## src/common/nibble_alu_pkg.sv

```systemverilog
// constants shared by the nibble arithmetic datapath
package nibble_alu_pkg;
   // datapath widths
   localparam int NIB_W      = 4;     // one data nibble
   localparam int OPC_W      = 8;     // one instruction byte
   localparam int RAM_ADDR_W = 7;     // direct ram operand address
   localparam int WREG_SEL_W = 4;     // working register selector

   // instruction group codes held in the upper nibble of the first byte
   localparam logic [3:0] GRP_CARRY_IN   = 4'h0;  // sums and differences using carry_flag
   localparam logic [3:0] GRP_PLAIN      = 4'h1;  // sums and differences without carry in
   localparam logic [3:0] GRP_KEEP_CARRY = 4'h2;  // sums that leave carry_flag alone

   // field positions inside the lower nibble of the first byte
   localparam int OPC_STORE_BIT = 0;  // 1: write result back to the operand
   localparam int OPC_SUB_BIT   = 1;  // 1: subtract instead of add
   localparam int OPC_IMM_BIT   = 2;  // 1: working register and immediate operands
   localparam int OPC_ARITH_BIT = 3;  // always 1 within the arithmetic group

   // step opcode; bit 7 of the second byte picks the direction
   localparam logic [7:0] OPC_STEP     = 8'h4a;
   localparam int         STEP_DIR_BIT = 7;   // 0: step up, 1: step_down_one

   // fields of the second byte
   localparam int RAM_FORM_BIT = 7;   // must be 0 for ram operand forms
   localparam int IMM_LSB      = 4;   // immediate sits in the upper nibble
   localparam int WREG_LSB     = 0;   // working register number in lower nibble

   // values after reset, and the step increment
   localparam logic [3:0] RESULT_RESET = 4'h0;
   localparam logic       CARRY_RESET  = 1'b0;
   localparam logic       ZERO_RESET   = 1'b1;
   localparam logic [3:0] STEP_ONE     = 4'h1;
endpackage

```

## src/design/nibble_adder.sv

```systemverilog
// four bit adder and subtractor with carry or borrow in and out
`timescale 1ns/1ns
module nibble_adder #(
   parameter int W = 4                    // operand width
) (
   input  wire logic [W-1:0] op_a,        // minuend or first addend
   input  wire logic [W-1:0] op_b,        // subtrahend or second addend
   input  wire logic         cin,         // carry in, or borrow in when subtracting
   input  wire logic         sub,         // 1: op_a - op_b - cin
   output logic      [W-1:0] sum,         // result nibble
   output logic              cout         // carry out, or borrow out when subtracting
);
   logic [W:0] wide;                      // result with carry position

   // subtraction is done as a + ~b + ~borrow; the borrow is the missing carry
   always_comb begin
      if (sub) begin
         wide = {1'b0, op_a} + {1'b0, ~op_b} + {{W{1'b0}}, ~cin};
         cout = ~wide[W];
      end else begin
         wide = {1'b0, op_a} + {1'b0, op_b} + {{W{1'b0}}, cin};
         cout = wide[W];
      end
      sum = wide[W-1:0];
   end
endmodule // nibble_adder

```

## src/design/nibble_arithmetic_unit.sv

```systemverilog
// arithmetic instruction group of a four bit core: sums, differences, steps
`timescale 1ns/1ns
// Overview of operation
// - ram sum loads result, carry form adds carry
// - immediate sum: working register plus upper immediate
// - ram sum store writes result and ram
// - immediate sum store writes result and register
// - ram difference: ram nibble minus result register
// - immediate difference: working register minus immediate
// - ram difference store writes result and ram
// - immediate difference store, single cycle, both written
module nibble_arithmetic_unit #(
   parameter int NIB_W = nibble_alu_pkg::NIB_W    // data nibble width
) (
   input  wire logic                                  clk_sys,        // core clock
   input  wire logic                                  rst,            // sync reset, active high
   input  wire logic                                  op_valid,       // decoder issues an instruction
   input  wire logic [nibble_alu_pkg::OPC_W-1:0]      op_byte0,       // first instruction byte
   input  wire logic [nibble_alu_pkg::OPC_W-1:0]      op_byte1,       // second instruction byte
   input  wire logic [NIB_W-1:0]                      ram_rd_data,    // ram nibble at op_byte1[6:0]
   input  wire logic [NIB_W-1:0]                      wreg_rd_data,   // working register op_byte1[3:0]
   output logic      [NIB_W-1:0]                      result_nibble_reg, // accumulator
   output logic                                       carry_flag,     // carry or borrow flag
   output logic                                       zero_flag,      // result was zero
   output logic                                       ram_wr_en,      // ram write strobe
   output logic      [nibble_alu_pkg::RAM_ADDR_W-1:0] ram_wr_addr,    // ram write address
   output logic      [NIB_W-1:0]                      ram_wr_data,    // ram write nibble
   output logic                                       wreg_wr_en,     // working register write strobe
   output logic      [nibble_alu_pkg::WREG_SEL_W-1:0] wreg_wr_sel,    // working register number
   output logic      [NIB_W-1:0]                      wreg_wr_data,   // working register nibble
   output logic                                       op_done,        // instruction executed
   output logic                                       op_reject       // opcode not of this group, or malformed ram form
);
   // decoded fields of the issued instruction
   logic [3:0]       grp;              // upper nibble of first byte
   logic             is_arith;         // sum or difference form
   logic             is_step;          // step up or down form
   logic             f_store;          // write the result back
   logic             f_sub;            // subtract
   logic             f_imm;            // immediate operand form
   logic             f_cin;            // take carry_flag in
   logic             f_keep_carry;     // leave carry_flag unchanged
   logic             step_down;        // step direction is down
   logic             ram_form_ok;      // second byte marks a ram operand
   logic             accept;           // instruction belongs here and is well formed
   logic [NIB_W-1:0] imm_nib;          // immediate nibble
   logic [NIB_W-1:0] opnd_a;           // first adder operand
   logic [NIB_W-1:0] opnd_b;           // second adder operand
   logic             adder_cin;        // adder carry or borrow in
   logic             adder_sub;        // adder direction
   logic [NIB_W-1:0] res_d;            // result nibble
   logic             cout_d;           // carry or borrow out

   // state registers
   logic [NIB_W-1:0]                      result_q;     // result register
   logic                                  carry_q;      // carry flag
   logic                                  zero_q;       // zero flag
   logic                                  ram_we_q;     // ram write strobe
   logic [nibble_alu_pkg::RAM_ADDR_W-1:0] ram_addr_q;   // ram address
   logic [NIB_W-1:0]                      ram_data_q;   // ram data
   logic                                  wreg_we_q;    // working register strobe
   logic [nibble_alu_pkg::WREG_SEL_W-1:0] wreg_sel_q;   // working register number
   logic [NIB_W-1:0]                      wreg_data_q;  // working register data
   logic                                  done_q;       // executed pulse
   logic                                  reject_q;     // rejected pulse

   // field split of the two instruction bytes
   always_comb begin
      grp         = op_byte0[7:4];
      f_store     = op_byte0[nibble_alu_pkg::OPC_STORE_BIT];
      f_sub       = op_byte0[nibble_alu_pkg::OPC_SUB_BIT];
      f_imm       = op_byte0[nibble_alu_pkg::OPC_IMM_BIT];
      step_down   = op_byte1[nibble_alu_pkg::STEP_DIR_BIT];
      ram_form_ok = ~op_byte1[nibble_alu_pkg::RAM_FORM_BIT];
      imm_nib     = op_byte1[nibble_alu_pkg::IMM_LSB +: NIB_W];
   end

   // group decode; keep carry group has no difference forms (those are logic ops)
   always_comb begin
      is_step      = (op_byte0 == nibble_alu_pkg::OPC_STEP);
      is_arith     = 1'b0;
      f_cin        = 1'b0;
      f_keep_carry = 1'b0;
      if (op_byte0[nibble_alu_pkg::OPC_ARITH_BIT]) begin
         case (grp)
            nibble_alu_pkg::GRP_CARRY_IN: begin
               is_arith = 1'b1;
               f_cin    = 1'b1;
            end
            nibble_alu_pkg::GRP_PLAIN: begin
               is_arith = 1'b1;
            end
            nibble_alu_pkg::GRP_KEEP_CARRY: begin
               is_arith     = ~f_sub;
               f_keep_carry = 1'b1;
            end
            default: begin
               is_arith = 1'b0;
            end
         endcase
      end
      // ram forms need a zero in the top bit of the second byte
      accept = op_valid & ((is_arith & (f_imm | ram_form_ok)) | (is_step & 1'b1));
   end

   // operand selection for the shared adder
   always_comb begin
      if (is_step) begin
         opnd_a    = ram_rd_data;
         opnd_b    = nibble_alu_pkg::STEP_ONE;
         adder_cin = 1'b0;
         adder_sub = step_down;
      end else if (f_imm) begin
         opnd_a    = wreg_rd_data;
         opnd_b    = imm_nib;
         adder_cin = f_cin & carry_q;
         adder_sub = f_sub;
      end else begin
         opnd_a    = ram_rd_data;
         opnd_b    = result_q;
         adder_cin = f_cin & carry_q;
         adder_sub = f_sub;
      end
   end

   // shared adder and subtractor
   nibble_adder #(
      .W    (NIB_W)
   ) u_adder (
      .op_a (opnd_a),
      .op_b (opnd_b),
      .cin  (adder_cin),
      .sub  (adder_sub),
      .sum  (res_d),
      .cout (cout_d)
   );

   // result register loads every accepted instruction in one cycle
   always_ff @(posedge clk_sys) begin
      if (rst) begin
         result_q <= nibble_alu_pkg::RESULT_RESET;
      end else if (accept) begin
         result_q <= res_d;
      end
   end

   // flags: zero always follows the result, carry unless keep carry form
   always_ff @(posedge clk_sys) begin
      if (rst) begin
         carry_q <= nibble_alu_pkg::CARRY_RESET;
         zero_q  <= nibble_alu_pkg::ZERO_RESET;
      end else if (accept) begin
         zero_q <= (res_d == '0);
         if (!f_keep_carry || is_step) begin
            carry_q <= cout_d;
         end
      end
   end

   // ram write back for ram store forms and steps
   always_ff @(posedge clk_sys) begin
      if (rst) begin
         ram_we_q   <= 1'b0;
         ram_addr_q <= '0;
         ram_data_q <= '0;
      end else begin
         ram_we_q <= accept & ~f_imm & (f_store | is_step);
         if (accept) begin
            ram_addr_q <= op_byte1[nibble_alu_pkg::RAM_ADDR_W-1:0];
            ram_data_q <= res_d;
         end
      end
   end

   // working register write back for immediate store forms
   always_ff @(posedge clk_sys) begin
      if (rst) begin
         wreg_we_q   <= 1'b0;
         wreg_sel_q  <= '0;
         wreg_data_q <= '0;
      end else begin
         wreg_we_q <= accept & ~is_step & f_imm & f_store;
         if (accept) begin
            wreg_sel_q  <= op_byte1[nibble_alu_pkg::WREG_LSB +: nibble_alu_pkg::WREG_SEL_W];
            wreg_data_q <= res_d;
         end
      end
   end

   // completion and rejection pulses toward the sequencer
   always_ff @(posedge clk_sys) begin
      if (rst) begin
         done_q   <= 1'b0;
         reject_q <= 1'b0;
      end else begin
         done_q   <= accept;
         reject_q <= op_valid & ~accept;
      end
   end

   // outputs straight from flip-flops
   assign result_nibble_reg = result_q;
   assign carry_flag        = carry_q;
   assign zero_flag         = zero_q;
   assign ram_wr_en         = ram_we_q;
   assign ram_wr_addr       = ram_addr_q;
   assign ram_wr_data       = ram_data_q;
   assign wreg_wr_en        = wreg_we_q;
   assign wreg_wr_sel       = wreg_sel_q;
   assign wreg_wr_data      = wreg_data_q;
   assign op_done           = done_q;
   assign op_reject         = reject_q;
endmodule // nibble_arithmetic_unit

```

## config.mk

```make
export PLATFORM = sky130hd
export DESIGN_NAME = nibble_arithmetic_unit
export DESIGN_NICKNAME = d
export VERILOG_FILES = /design/src/common/nibble_alu_pkg.sv /design/src/design/nibble_adder.sv /design/src/design/nibble_arithmetic_unit.sv
export SDC_FILE = /design/constraint.sdc
export NUM_CORES = 1
export LEC_CHECK = 0
export BUFFER_PORTS_ARGS = -buffer_cell sky130_fd_sc_hd__buf_2
export CORE_UTILIZATION = 49
export CTS_BUF_LIST = sky130_fd_sc_hd__clkbuf_8
export DETAILED_ROUTE_END_ITERATION = 10
export PLACE_DENSITY = 0.84
export REMOVE_ABC_BUFFERS = 1
export SYNTH_ARGS = -nofsm -noshare
export SYNTH_HDL_FRONTEND = slang
export SYNTH_SLANG_ARGS = --single-unit
```

## constraint.sdc

```tcl
create_clock -name clk_sys -period 4.12 [get_ports clk_sys]
set_input_delay 0.824 -clock clk_sys [delete_from_list [all_inputs] [get_ports clk_sys]]
set_output_delay 0.824 -clock clk_sys [all_outputs]
set_load 0.02 [all_outputs]
```

==> results.json <==
{
  "outcome": "completed",
  "path_clk_slew_ns": 0.07,
  "cts_max_path_buffers": 2,
  "final_non_filler_cells": 213,
  "die_x_um": 52.6,
  "overflow": 0,
  "die_area_mm2": 0.00276,
  "final_max_slew_viol_count": 0,
  "timing.critical_path.mode_cell": "fa_1",
  "slowest_stage": "nor4b_1",
  "clock_sinks": 17,
  "p_switching_uw": 119,
  "timing_worst_slew_pin_value_ns": 0.663,
  "count_of_flip_flops_with_a_built_in_enable_after_synthesis": 0,
  "cellPowerDensity_mw_per_mm2": 265,
  "gp_routability_congestion": 0.906,
  "fp-row-count": 17,
  "cts.hold.buffers_added": 0,
  "number_of_global_route_vias_before_repair": 978,
  "static-leakage-power_nw": 0.734,
  "synth_ff_type": "dfxtp_1",
  "grt.total_usage_pct": 22.0,
  "synth-seq-cells": 17,
  "insertion_delay_ns": 0.25,
  "initial_detailed_routing_violation_count": 28,
  "diodes": 0,
  "layout_min_cycle_time_ns": 3.28,
  "drt_wl_total_mm": 2.83,
  "final.setup_skew_ns": 0.00486,
  "place.detailed.instances": 209,
  "worstPathRequired_ns": 4.27,
  "final.period_utilization_pct": 79.5,
  "ys_warn_count": 0,
  "antenna_violations_before_repair": 0,
  "htree_num_levels": 1,
  "hold_viol": 0,
  "drc_errors": 0,
  "routed_wire_per_std_cell_um": 13.3,
  "postSynth.asyncResetShare_pct": 0,
  "worstPathArrival_ns": 3.43,
  "worst_setup_path_start_kind": "input pin",
  "areaGrowthSynthToFinish_pct": 19.4,
  "critical_path.cell_chain": "buf_2 -> or3b_4 -> nor4b_1 -> inv_1 -> fa_1 -> fa_1 -> xor2_1 -> nor2_1 -> a21oi_1 -> o41ai_2",
  "vdd_ir_drop_max_uv": 188,
  "vias_per_cell": 5.27,
  "most-common-layout-cells": "buf_2 (55), nand2_1 (22), dfxtp_1 (17)",
  "cts_setup_buffers": 0,
  "worst_hold_path_type": "reg -> reg",
  "seq_area_frac_synth_pct": 27.1,
  "post_dp_cell_area_mm2": 0.00145,
  "fin_setup_tns_ns": 0,
  "grt_first_pass_wirelength_mm": 4.42,
  "timing.max_slew.rel_slack_pct": 55.8,
  "die_height_um": 52.6,
  "routed-via-count": 1123,
  "final.fill_count": 197,
  "setup.worst_path.end_class": "register",
  "floorplan.initialDensity_pct": 54.1,
  "place.port_buffers": 55,
  "clock.fmax_mhz": 305,
  "final_layout_size_suffix_gt1_share_pct": 38.9,
  "io-pin-count": 56,
  "syn-cell-area_mm2": 0.00125,
  "final_area_mm2": 0.00150,
  "max_cap_violations": 0,
  "setup_viol": 0,
  "cts-buffers-inserted": 3,
  "power.sequential.fraction_pct": 42.6,
  "core_area_mm2": 0.00232,
  "criticalPathCategory": "in -> reg",
  "design_power_total_uw": 397,
  "share_clk_of_total_power_pct": 31.5,
  "grt_start_max_net_pins": 19,
  "cellInternalPower_uw": 278,
  "firstDrtPassIters": 4,
  "power_frac_comb_pct": 25.8,
  "critical-path-max-stage-delay_ns": 0.48,
  "final_nets": 223,
  "avgSynthCellArea_um2": 8.71,
  "synth_cells": 144,
  "antenna_violating_nets_post_route": 0,
  "yosysUniqueCellTypes": 40,
  "cp_max_fo": 3,
  "grt_setup_unrepaired": "false",
  "clockRootBuffer": "clkbuf_8",
  "postCtsResizedCells": 0,
  "leading_cell_type_in_the_layout_fill_and_taps_excluded": "buf_2",
  "p_sw_share_pct": 30.0,
  "dpl.hpwl_mm": 2.26,
  "tritoncts_clock_tree": "done"
}
[sequential cells by signal (all words and copies together) (netlist names)]
| register | flops |
|---|---|
| zero_flag | 1 |
| op_reject | 1 |
| ram_wr_en | 1 |
| wreg_wr_en | 1 |
| ram_wr_addr | 7 |
| carry_flag | 1 |
| op_done | 1 |
| wreg_wr_data | 4 |
[layout make-up]
cell class | count | area (um^2) | share of cell area [%]
Inverter | 9 | 33.8 | 2.26
Clock buffer | 3 | 41.3 | 2.76
Tap cell | 28 | 35.0 | 2.34
Sequential cell | 17 | 340 | 22.7
Timing Repair Buffer | 55 | 275 | 18.4
Clock inverter | 1 | 5.00 | 0.334
Multi-Input combinational cell | 100 | 766 | 51.2
[Yosys cell counts (all sizes together) (2+ instances only)]
cell type  instances  area [um^2]
buf               15          103
fa                 4         80.1
nand2             22         82.6
nor2b              2         12.5
o21a               2         15.0
clkbuf             3         11.3
nor2               9         33.8
ha                 6         75.1
nor3b              2         15.0
nor4b              3         41.3
o21ai              2         13.8
dfxtp             17          340
a211oi             2         15.0
nor3               4         31.3
mux2i              5         50.1
a21oi             13         65.1
inv                9         33.8
mux2               6         67.6
nand3              2         10.0
[worst max-delay path, delay by kind of cell]
family	cells	cell delay [ns]
adder cells (fa/ha/maj)	2	0.87
XOR/XNOR	1	0.18
AO/OA/AOI/OAI	2	0.31
buffers and inverters	2	0.25
AND/OR/NAND/NOR	3	1.00
[per-stage QoR]
step | setup WS (ns) | utilization [%] | hold WS (ns)
after floorplan | 1.00 | - | 0.528
after global placement | 0.719 | 62.5 | 0.438
after detailed placement | 0.574 | 62.5 | 0.452
after CTS | 0.841 | 64.5 | 0.464
after global routing | 0.705 | 64.5 | 0.481
final | 0.845 | 64.5 | 0.462
[cell families (layout without fill, tap and decap cells)]
family                     Yosys count  count (layout)  synth area share, %
xor gates and xnor gates             2               2                 1.40
AOI/OAI and AO/OA                   24              24                 14.2
and+or+nand+nor                     53              53                 23.8
DFF                                 17              17                 27.1
adders and majority gates           10              10                 12.4
buffers and inverters               27              68                 11.8
muxes                               11              11                 9.38
[per-layer routing]
| layer | GRT usage [%] | up-vias | share of wire, % | routed length, um |
|---|---|---|---|---|
| met5 | 0 | - | 0 | 0 |
| met4 | 7.89 | 0 | 1.2 | 35 |
| met3 | 2.90 | 4 | 7.0 | 199 |
| met2 | 39.0 | 45 | 52 | 1470 |
| met1 | 26.6 | 504 | 40 | 1120 |
| li1 | - | 570 | - | - |
[power by group through the flow]
stage | Combinational (mW) | Sequential, mW | Clock [mW]
after detailed placement | 0.102 | 0.173 | 0
after floorplan | 0.0585 | 0.179 | 0
after global placement | 0.0987 | 0.173 | 0
after global routing | 0.114 | 0.170 | 0.133
final | 0.103 | 0.169 | 0.125
after CTS | 0.102 | 0.169 | 0.127
[worst paths after layout]
kind                       start  slack, ns  cells past startpoint              to
setup / recovery     op_byte0[7]       0.84                     10       zero_flag
hold / removal    ram_wr_addr[6]       0.46                      2  ram_wr_addr[6]
setup reg to reg      carry_flag       1.63                      8       zero_flag
hold reg to reg   ram_wr_addr[6]       0.46                      2  ram_wr_addr[6]
(Power assumes the default switching activity.)
